[src/shared/mpsm_pkg.sv]
// Package for the module power state machine: register map, codes, timing, carriers
//
// What this block does
// - Low-power entry records state, flags unless leaving
// - Low-power state keeps serving management accesses
// - Sample low-power request continuously, leave when false
// - Data paths deactivated in low-power, power-up, power-down
// - Power-up entry writes power-up state code
// - Low-power request during power-up goes power-down
// - Finished power-up sequence goes fully operational
// - Operational entry records state, always flags
// - Operational leaves on low-power or extended low-power request
// - Power-down entry writes power-down state code
// - Power down, keep management alive, then low-power
// - Ignore low-power request throughout power-down
// - Fault entry writes fault code and cause
// - Fault only on hazard, drop to low power
// - In fault react only to reset signal
// - Only reset signal or power cycle leaves fault
// - Data paths stay off until operational and enabled
// - Config change removes old, then creates new paths
// - Resetting discards all data-path state machines
// - Report path state after all lanes finish
// - One path change leaves other paths undisturbed
// - Data paths exist only in paged memory mode
// - Reset signal enters resetting from any state
// - Management init ends in low-power with defaults
package mpsm_pkg;

  // Number of data paths handled here
  localparam int unsigned NUM_DP = 4;

  // Word-aligned register byte addresses
  localparam logic [7:0] ADDR_STATE    = 8'h00;  // Module state code, read only
  localparam logic [7:0] ADDR_FLAGS    = 8'h04;  // Bit 0 state changed, write 1 to clear
  localparam logic [7:0] ADDR_CONTROL  = 8'h08;  // Low-power request controls
  localparam logic [7:0] ADDR_CAUSE    = 8'h0C;  // Fault cause code, read only
  localparam logic [7:0] ADDR_DP_CFG   = 8'h10;  // Defined paths and enables
  localparam logic [7:0] ADDR_DP_STATE = 8'h14;  // Per-path state, 2 bits each

  // Control register fields
  localparam int unsigned CTL_LOWPWR_BIT = 0;  // Low-power request
  localparam int unsigned CTL_LPEXT_BIT  = 1;  // Extended low-power request
  localparam int unsigned CTL_PAGED_BIT  = 2;  // Paged memory organisation
  localparam logic [2:0]  CTL_RESET_VAL  = 3'h5;  // Low power requested, paged

  // Data-path config fields: defined bits [3:0], enable bits [7:4]
  localparam int unsigned DPC_DEF_LSB = 0;
  localparam int unsigned DPC_EN_LSB  = 4;
  localparam logic [7:0]  DPC_RESET_VAL = 8'h0F;

  // Fault cause codes: none, or an external hazard input
  localparam logic [7:0] CAUSE_NONE    = 8'h00;
  localparam logic [7:0] CAUSE_HAZARD  = 8'h01;

  // Timing: power ramps and management init
  localparam int unsigned CLK_PERIOD_NS = 4;
  localparam int unsigned T_INIT_NS     = 200;
  localparam int unsigned T_RAMP_NS     = 400;
  localparam int unsigned INIT_CYCLES   = (T_INIT_NS + CLK_PERIOD_NS - 1) / CLK_PERIOD_NS;
  localparam int unsigned RAMP_CYCLES   = (T_RAMP_NS + CLK_PERIOD_NS - 1) / CLK_PERIOD_NS;
  localparam int unsigned CNT_W         = 8;

  // Module state codes as seen by software
  typedef enum logic [2:0] {
    MPSM_ST_RESETTING = 3'h0,
    MPSM_ST_MGMT_INIT = 3'h1,
    MPSM_ST_LOWPWR    = 3'h2,
    MPSM_ST_PWRUP     = 3'h3,
    MPSM_ST_READY     = 3'h4,
    MPSM_ST_PWRDN     = 3'h5,
    MPSM_ST_FAULT     = 3'h6
  } mpsm_state_t;

  // Per-path state codes
  typedef enum logic [1:0] {
    MPSM_DP_NONE   = 2'h0,  // Not existing
    MPSM_DP_OFF    = 2'h1,  // Deactivated
    MPSM_DP_ACTIVE = 2'h3   // Activated
  } mpsm_dp_t;

  // Avalon-MM request group
  typedef struct packed {
    logic [7:0]  address;
    logic        read;
    logic        write;
    logic [31:0] writedata;
  } mpsm_avm_req_t;

  // Whole state of the block
  typedef struct packed {
    mpsm_state_t            state;
    logic [CNT_W-1:0]       cnt;
    logic                   chg_flag;
    logic [7:0]             cause;
    logic [2:0]             ctl;
    logic [7:0]             dp_cfg;
    mpsm_dp_t [NUM_DP-1:0]  dp;
    logic [NUM_DP-1:0]      dp_pend;
    logic                   ack;
    logic [31:0]            rdata;
    logic [2:0]             rst_sync;
    logic [2:0]             flt_sync;
  } mpsm_regs_t;

endpackage : mpsm_pkg

[src/rtl/mpsm_core.sv]
// Module power state machine with Avalon-MM register slave
`timescale 1ns/1ps

module mpsm_core
  import mpsm_pkg::*;
(
  input  wire logic              i_mclk,        // 250 MHz clock
  input  wire logic              i_sys_rst,     // Synchronous reset, active high
  input  wire mpsm_avm_req_t     i_avm,         // Avalon-MM request
  output logic                   o_waitrequest, // Held until the answer cycle
  output logic [31:0]            o_readdata,    // Read data
  input  wire logic              i_reset_sig,   // Reset transition signal, pin
  input  wire logic              i_hazard,      // Damaging condition detected, pin
  input  wire logic [NUM_DP-1:0] i_lane_done,   // Lane configuration finished per path
  output logic [2:0]             o_module_state,// Current state code
  output logic                   o_high_power,  // High-power current allowed
  output logic                   o_int          // State-changed interrupt
);

  ////////////////////////////////////////////////////////////////////////////
  // State and next state
  mpsm_regs_t r;       // Registered state
  mpsm_regs_t next_r;  // Next value

  // Low-power and extended request as seen by the machine
  logic lp_req;
  logic lpext_req;
  logic rst_req;   // Filtered reset transition signal
  logic flt_req;   // Filtered hazard
  logic wr_hit;    // Accepted write this cycle
  logic rd_hit;    // Accepted read this cycle

  // Compare two byte addresses on their word bits [7:2], used for reads and writes
  function automatic logic is_addr(input logic [7:0] a, input logic [7:0] b);
    is_addr = (a[7:2] == b[7:2]);
  endfunction : is_addr

  // Pack per-path states into a read word
  function automatic logic [31:0] pack_dp(input mpsm_dp_t [NUM_DP-1:0] d);
    pack_dp = 32'h0;
    for (int i = 0; i < NUM_DP; i++) begin
      pack_dp[2*i +: 2] = d[i];
    end
  endfunction : pack_dp

  ////////////////////////////////////////////////////////////////////////////
  // Combinational helpers
  always_comb begin
    lp_req    = r.ctl[CTL_LOWPWR_BIT];
    lpext_req = r.ctl[CTL_LOWPWR_BIT] | r.ctl[CTL_LPEXT_BIT];
    // Request counts while second and third stages are both high
    rst_req   = r.rst_sync[1] & r.rst_sync[2];
    flt_req   = r.flt_sync[1] & r.flt_sync[2];
    wr_hit    = i_avm.write & ~r.ack;
    rd_hit    = i_avm.read & ~r.ack;
  end

  ////////////////////////////////////////////////////////////////////////////
  // Next-state logic
  always_comb begin
    next_r = r;
    next_r.ack = 1'b0;
    // Three-stage input synchronisers
    next_r.rst_sync = {r.rst_sync[1:0], i_reset_sig};
    next_r.flt_sync = {r.flt_sync[1:0], i_hazard};

    // Register accesses; one wait cycle, answer on the next edge
    if (wr_hit) begin
      next_r.ack = 1'b1;
      // Fault and resetting ignore host writes
      if (r.state != MPSM_ST_FAULT && r.state != MPSM_ST_RESETTING &&
          r.state != MPSM_ST_MGMT_INIT) begin
        if (is_addr(i_avm.address, ADDR_FLAGS) && i_avm.writedata[0]) begin
          next_r.chg_flag = 1'b0;
        end
        if (is_addr(i_avm.address, ADDR_CONTROL)) begin
          next_r.ctl = i_avm.writedata[2:0];
        end
        // Path config changes only in low-power or operational
        if (is_addr(i_avm.address, ADDR_DP_CFG) &&
            (r.state == MPSM_ST_LOWPWR || r.state == MPSM_ST_READY)) begin
          next_r.dp_cfg = i_avm.writedata[7:0];
          for (int i = 0; i < NUM_DP; i++) begin
            // Remove undefined ones, then create new ones
            if (!i_avm.writedata[DPC_DEF_LSB+i]) begin
              next_r.dp[i] = MPSM_DP_NONE;
            end else if (r.dp[i] == MPSM_DP_NONE) begin
              next_r.dp[i] = MPSM_DP_OFF;
            end
          end
        end
      end
    end else if (rd_hit) begin
      next_r.ack = 1'b1;
    end
    // Read data captured on the accept cycle
    if (rd_hit) begin
      next_r.rdata = 32'h0;
      if (is_addr(i_avm.address, ADDR_STATE)) begin
        next_r.rdata[2:0] = r.state;
      end else if (is_addr(i_avm.address, ADDR_FLAGS)) begin
        next_r.rdata[0] = r.chg_flag;
      end else if (is_addr(i_avm.address, ADDR_CONTROL)) begin
        next_r.rdata[2:0] = r.ctl;
      end else if (is_addr(i_avm.address, ADDR_CAUSE)) begin
        next_r.rdata[7:0] = r.cause;
      end else if (is_addr(i_avm.address, ADDR_DP_CFG)) begin
        next_r.rdata[7:0] = r.dp_cfg;
      end else if (is_addr(i_avm.address, ADDR_DP_STATE)) begin
        next_r.rdata = pack_dp(r.dp);
      end
    end

    // Counter runs down to zero
    if (r.cnt != '0) begin
      next_r.cnt = r.cnt - CNT_W'(1);
    end

    // Module state machine
    case (r.state)
      MPSM_ST_RESETTING: begin
        next_r.dp = '{default: MPSM_DP_NONE};
        // Stay while reset signal holds, then initialise management
        if (!rst_req) begin
          next_r.state = MPSM_ST_MGMT_INIT;
          next_r.cnt   = CNT_W'(INIT_CYCLES);
        end
      end
      MPSM_ST_MGMT_INIT: begin
        if (r.cnt == '0) begin
          // Defaults restored on exit
          next_r.ctl    = CTL_RESET_VAL;
          next_r.dp_cfg = DPC_RESET_VAL;
          next_r.cause  = CAUSE_NONE;
          next_r.dp_pend = '0;
          for (int i = 0; i < NUM_DP; i++) begin
            // Paths only in paged mode
            next_r.dp[i] = CTL_RESET_VAL[CTL_PAGED_BIT] && DPC_RESET_VAL[i] ?
                           MPSM_DP_OFF : MPSM_DP_NONE;
          end
          next_r.state = MPSM_ST_LOWPWR;
          // Flag unless exit already met on entry
          next_r.chg_flag = r.chg_flag | CTL_RESET_VAL[CTL_LOWPWR_BIT];
        end
      end
      MPSM_ST_LOWPWR: begin
        // Sampled every cycle, including the first
        if (!lp_req) begin
          next_r.state = MPSM_ST_PWRUP;
          next_r.cnt   = CNT_W'(RAMP_CYCLES);
        end
      end
      MPSM_ST_PWRUP: begin
        if (lp_req) begin
          next_r.state = MPSM_ST_PWRDN;
          next_r.cnt   = CNT_W'(RAMP_CYCLES);
        end else if (r.cnt == '0) begin
          next_r.state    = MPSM_ST_READY;
          next_r.chg_flag = 1'b1;
        end
      end
      MPSM_ST_READY: begin
        if (lpext_req) begin
          next_r.state = MPSM_ST_PWRDN;
          next_r.cnt   = CNT_W'(RAMP_CYCLES);
        end
      end
      MPSM_ST_PWRDN: begin
        // Request ignored until low power reached
        if (r.cnt == '0) begin
          next_r.state = MPSM_ST_LOWPWR;
          // Flag unless the request is already gone at entry
          if (lp_req) begin
            next_r.chg_flag = 1'b1;
          end
        end
      end
      MPSM_ST_FAULT: begin
        // Only the reset signal leaves, handled below
        next_r.state = MPSM_ST_FAULT;
      end
      default: begin
        next_r.state = MPSM_ST_RESETTING;
      end
    endcase

    // Data paths: off outside operational; activation waits on all lanes
    for (int i = 0; i < NUM_DP; i++) begin
      if (next_r.dp[i] != MPSM_DP_NONE) begin
        if (!r.ctl[CTL_PAGED_BIT]) begin
          next_r.dp[i] = MPSM_DP_NONE;
        end else if (next_r.state != MPSM_ST_READY || !next_r.dp_cfg[DPC_EN_LSB+i]) begin
          next_r.dp[i]      = MPSM_DP_OFF;
          next_r.dp_pend[i] = 1'b0;
        end else if (r.dp[i] == MPSM_DP_OFF) begin
          // Each path moves on its own lanes only
          next_r.dp_pend[i] = 1'b1;
          if (r.dp_pend[i] && i_lane_done[i]) begin
            next_r.dp[i]      = MPSM_DP_ACTIVE;
            next_r.dp_pend[i] = 1'b0;
          end
        end
      end
    end

    // Hazard enters fault from any running state
    if (flt_req && r.state != MPSM_ST_FAULT && r.state != MPSM_ST_RESETTING &&
        r.state != MPSM_ST_MGMT_INIT) begin
      next_r.state = MPSM_ST_FAULT;
      next_r.cause = CAUSE_HAZARD;
      next_r.dp    = '{default: MPSM_DP_OFF};
      next_r.dp_pend = '0;
    end
    // Reset signal overrides everything
    if (rst_req && r.state != MPSM_ST_RESETTING) begin
      next_r.state = MPSM_ST_RESETTING;
      next_r.dp    = '{default: MPSM_DP_NONE};
      next_r.dp_pend = '0;
    end
  end

  ////////////////////////////////////////////////////////////////////////////
  // State register
  always_ff @(posedge i_mclk) begin
    if (i_sys_rst) begin
      r          <= '0;
      r.state    <= MPSM_ST_MGMT_INIT;
      r.cnt      <= CNT_W'(INIT_CYCLES);
      r.ctl      <= CTL_RESET_VAL;
      r.dp_cfg   <= DPC_RESET_VAL;
      r.dp       <= '{default: MPSM_DP_NONE};
    end else begin
      r <= next_r;
    end
  end

  ////////////////////////////////////////////////////////////////////////////
  // Outputs
  always_comb begin
    o_waitrequest  = (i_avm.read | i_avm.write) & ~r.ack;
    o_readdata     = r.rdata;
    o_module_state = r.state;
    // High power only while ramping or operational; fault drops it
    o_high_power   = (r.state == MPSM_ST_PWRUP) || (r.state == MPSM_ST_READY) ||
                     (r.state == MPSM_ST_PWRDN);
    o_int          = r.chg_flag;
  end

endmodule : mpsm_core

[config.mk]
export PLATFORM = sky130hd
export DESIGN_NAME = mpsm_core
export DESIGN_NICKNAME = d
export VERILOG_FILES = /design/src/shared/mpsm_pkg.sv /design/src/rtl/mpsm_core.sv
export SDC_FILE = /design/constraint.sdc
export NUM_CORES = 1
export LEC_CHECK = 0
export ABC_AREA = 1
export ABC_CLOCK_PERIOD_IN_PS = 1700
export BUFFER_PORTS_ARGS = -buffer_cell sky130_fd_sc_hd__buf_2
export CELL_PAD_IN_SITES_DETAIL_PLACEMENT = 1
export CELL_PAD_IN_SITES_GLOBAL_PLACEMENT = 1
export CORE_MARGIN = 10
export CORE_UTILIZATION = 32
export DETAILED_ROUTE_END_ITERATION = 10
export PLACE_DENSITY_LB_ADDON = 0.1
export SYNTH_ARGS = -nofsm -noshare
export SYNTH_HDL_FRONTEND = slang
export SYNTH_SLANG_ARGS = --single-unit
[constraint.sdc]
create_clock -name i_mclk -period 1.7 [get_ports i_mclk]
set_input_delay 0.34 -clock i_mclk [delete_from_list [all_inputs] [get_ports i_mclk]]
set_output_delay 0.34 -clock i_mclk [all_outputs]
set_load 0.1 [all_outputs]
---- After elaboration in Yosys (flattened, before gate mapping) ----
Index checks and enable logic that the tools add are counted.
storage, ports and cells
  word-level logic and storage cells ...... 186
  flip-flop bits (word level) ............. 75
  output and inout port bits .............. 38
  bits of input ports ..................... 50
cells by class
  reduce and logical (&&, ||, !) cells .... 42
  muxes and demuxes ....................... 97
  bitwise gates (word level) .............. 8
  $add $sub $neg .......................... 1
  eq/ne operators ......................... 18
operators by type and width
  kind                  count
  $mux W32              7
  $mux W29              2
  $mux W2               28
  $mux W24              2
  $mux W11              4
  $mux W8               5
  $mux W19              2
  $mux W1               32
  $pmux W8 S4           1
  $mux W31              1
  $mux W3               7
  $pmux W3 S6           1
  $mux W16              1
  $pmux W8 S2           1
  $eq A6 B2 Y1 const B  2
  $eq A6 B3 Y1 const B  2
  $logic_and A1 B1 Y1   12
  $mux W12              1
  $reduce_bool A2 Y1    6
  $eq A3 B3 Y1 const B  3
  $eq A2 B1 Y1 const B  4
  $logic_not A2 Y1      4
  $logic_not A8 Y1      1
  $reduce_bool A8 Y1    1
  19 further kinds      36

---- Logic depth before layout (Yosys ltp) ----
  word-level depth ........................ 14
  depth in mapped cells ................... 15
  gate-level depth less buffers ........... 14

---- Worst setup path after synthesis ----
OpenSTA, ideal clock, no wires.
  path kind ............................... reg-to-output
  start ................................... reg r (netlist bit o_module_state[0])
  end ..................................... out o_high_power
  slack ................................... -0.161 ns
  path buffers ............................ 0
  required time ........................... 1.360 ns
  stages on the path, launching flop included .. 5
  data arrival time ....................... 1.521 ns
  cell sequence ........................... dfxtp_1 inv_2 nor2_1 nand2_1 nand3_1
between the ends
  longest elaborated chain between the ends .. 3
  elaborated cells between the ends (all ways) .. 5
  those cells by class .................... eq/ne (3); reduce/logical (2)
ends and longest elaborated chain
  what                                          line              source
  start, declared                               mpsm_core.sv:22   mpsm_regs_t r;
  start signal, assigned                        mpsm_core.sv:233  r <= next_r;
  $eq A3 B2 Y1 or $eq A3 B3 Y1 (tied branches)  mpsm_core.sv:244  o_high_power = (r.state == MPSM_ST_PWRUP) || (r.state == MPSM_ST_READY) ||
  $logic_or A1 B1 Y1                            mpsm_core.sv:244
  $logic_or A1 B1 Y1 *                          mpsm_core.sv:244
  end, declared                                 mpsm_core.sv:16   output logic o_high_power,
Every way passes the cells marked *; elsewhere a longest branch is shown, timed or not.

---- Final worst setup path ----
  start ................................... reg r (netlist bit o_module_state[1])
  end ..................................... out o_high_power
Same word-level chain as after synthesis.

==> flow_summary.toml <==
[setup_path]
r2r_slack_ns = -0.10
max_stage_delay_ns = 0.43
endpoint_kind = "output pin"
startpoint_type = "flop"
crit_slowest_cell = "dfxtp_4"
timing.critical_path.buf_inv = 4
path_cells = "buf_6, nand2_4, nor2_4, inv_2, buf_6, nand3_4, buf_12"
crit_top_cell = "buf_6"
path_class = "reg2out"
crit_fanout = 6
worstPathArrival_ns = 1.48
critPathRequiredTime_ns = 1.36
crit_family = "buffers and inverters"

[logic_synthesis]
synth_top_family_by_area = "simple AND/OR/NAND/NOR gates"
seq_area_frac_synth_pct = 35.29
syn_inst = 429
synth_edf_count = 0
yosysUniqueCellTypes = 36
synthMuxAreaShare_pct = 0
synth_compound_area_share_pct = 13.93
ys_ff_latch = 51
avgSynthCellArea_um2 = 6.743
ys.warnings.count = 0
synth_area_mm2 = 0.002893
synthAdderAreaFrac_pct = 0.8651
ys_async_sr_fraction_pct = 0
synth_xor_xnor_area_share_pct = 1.514
yosys.area_share.simple_pct = 30.62
ys.flop_type = "dfxtp_1"

[clock_network]
cts_hold_buf = 0
clock_tree.buffer_depth = 2
cts_inserted_buffers = 5
worstSkewPairLatency_ns = 0.32
cts_tree = "done"
path_clk_slew_ns = 0.11
clock-sinks = 51
cts_root_buf = "clkbuf_8"
h-tree-depth = 2

[grt]
antenna_found_initial = 0
first_global_vias = 3215
grt_pass1_wl_um = 16180
grt_start_max_net_pins = 20
grt.total_usage_pct = 14.93
grt_overflow_total = 0

[floorplan]
rows = 34
num_io_pins = 88
die_x_um = 115.1
initial_core_util_pct = 33.01
die_h_um = 115.1
core-area_mm2 = 0.008763
dieArea_mm2 = 0.01324

[pwr]
worst_ir_drop_vdd_v = 0.0003067
p_leak_nw = 2.037
switching_share_pct = 36.46
pwr_density_cell_mw_per_mm2 = 622.1
p_comb_share_pct = 24.7
total_power_w = 0.002695
pwr-share-clk_pct = 28.9
pwr-share-seq_pct = 46.5
switchingPower_w = 0.0009827
power.internal_w = 0.001713

[sta]
postLayoutSetupSlackWorst_ns = -0.1170
period_needed_ns = 1.817
fin_setup_tns_ns = -0.7342
clock.fmax_mhz = 550.4
rsz0062_at_grt = "true"
hold_viol = 0
clock_skew_ns = 0.01279
whs_ns = 0.2060
finalSetupViolCount = 12
fin_crit_sh_pct = 106.9
maxSlewViolCount = 0

[drt]
viasPerCell = 4.751
drt_iter0_drc = 96
first_pass_iters = 4
ant_nets = 0
drc = 0
vias = 3150
avgRoutedWirePerCell_um = 15.90
wl_um = 10550

[run]
max-cap-violations = 0

[cells_and_area]
n_antenna_cell = 0
drive_gt1_share_pct = 41.62
syn_to_final_growth_pct = 49.78
fin_area_mm2 = 0.004333
nets = 606
utilization_pct = 49.44

[hold_path]
min_path_type = "in2reg"

[placement]
place_congestion = 0.8309
place_hpwl_um = 7638
placed_cell_area_mm2 = 0.003628
port_buffers = 37

[status]
status = "finished, violations left"
violations = "negative setup slack"
[final cells by class]
class / instances / area [um^2]
Fill cell: 1115 / 4431
Clock inverter: 3 / 28.78
Timing Repair Buffer: 134 / 1046
Multi-Input combinational cell: 303 / 1779
Clock buffer: 5 / 68.82
Inverter: 59 / 239.0
Sequential cell: 51 / 1036
Tap cell: 108 / 135.1
[cell usage after synthesis (2+ instances only)]
library cell	n	area [um^2]
nand2_1	89	334.1
inv_1	52	195.2
dfxtp_1	51	1021
nor2_1	49	183.9
nand3_1	38	190.2
buf_4	35	262.8
a21oi_1	26	130.1
o21ai_0	25	125.1
nand4_1	6	37.54
inv_2	4	15.01
nor2_4	4	45.04
clkbuf_1	3	11.26
nand2_2	3	18.77
nor2_2	3	18.77
nor3_1	3	15.01
o21ai_1	3	15.01
o22ai_1	3	18.77
xor2_1	3	26.28
a211oi_1	2	15.01
a21boi_0	2	15.01
buf_2	2	10.01
clkinv_1	2	7.510
ha_1	2	25.02
nand3b_1	2	15.01
o2111ai_1	2	17.52
o211ai_1	2	15.01
o221ai_1	2	17.52
o31ai_1	2	15.01
xnor2_1	2	17.52
[state kept, by name, summed over array words and instances, names as in the netlist]
register / flops
r: 34
o_module_state: 3
o_int: 1
next_r: 4
lp_req: 1
o_readdata: 8
[power by group through the flow]
stage / sequential, W / combinational (W) / clock (W)
after floorplan: 0.00128 / 0.000492 / 0
after global placement: 0.00127 / 0.000611 / 0
after detailed placement: 0.00128 / 0.000616 / 0
after CTS: 0.00125 / 0.000637 / 0.000809
after global routing: 0.00126 / 0.000711 / 0.000848
final: 0.00125 / 0.000665 / 0.000779
[what timing repair did]
item,CTS,global route
resized for setup,63,56
setup buffers,19,9
gates cloned,0,1
pin swaps,31,32
endpoints found under the setup margin,21,25
[worst paths after layout]
kind                   to              start  cells past startpoint
min reg2reg     next_r[5]          next_r[4]                      2
min             next_r[1]           i_hazard                      3
max reg2reg         r[42]  o_module_state[2]                     11
max          o_high_power  o_module_state[1]                      7
[layer usage]
| layer | vias up | part of all wire, % | GRT usage, % |
|---|---|---|---|
| li1 | 1575 | - | - |
| met1 | 1480 | 45 | 19.64 |
| met2 | 79 | 47 | 24.51 |
| met3 | 16 | 5.5 | 3.229 |
| met4 | 0 | 2.1 | 3.053 |
| met5 | - | 0 | 0 |
[stage by stage]
stage,setup WS [ns],std cells
final,-0.1170,663
after floorplan,0.03529,452
after CTS,-0.06123,654
after global routing,-0.2151,663
after global placement,-0.2216,628
after detailed placement,-0.2766,628
[cells by family (layout without fill, tap and decap cells)]
logic type,after synthesis,after routing
compound gates,71,71
xor+xnor,5,5
fa+ha+maj,2,2
buf+inv,99,201
flops,51,51
other cells,1,24
simple gates,200,201
[worst register-to-register path: cells and delay by family, from the launching register on]
family,cells,cell delay [ns]
buffers and inverters,2,0.23
flip-flops,1,0.43
AND/OR/NAND/NOR,9,1.10
[placed cells by master, fill, tap and decap left out, drive strengths merged]
cell and instances:
xor2 3, a211oi 2, inv 58, o21bai 1
nor4 1, clkinv 4, o22ai 3, a21boi 2
o2111ai 2, dfxtp 51, nand3 39, conb 24
nand4 6, o21ai 28, o221a 1, nand3b 2
nor3 3, o221ai 2, clkbuf 5, o211ai 2
o31ai 2, xnor2 2, buf 134, a21oi 26
nand2 94, nor2 56, ha 2
Power figures use the tool's default switching activity.
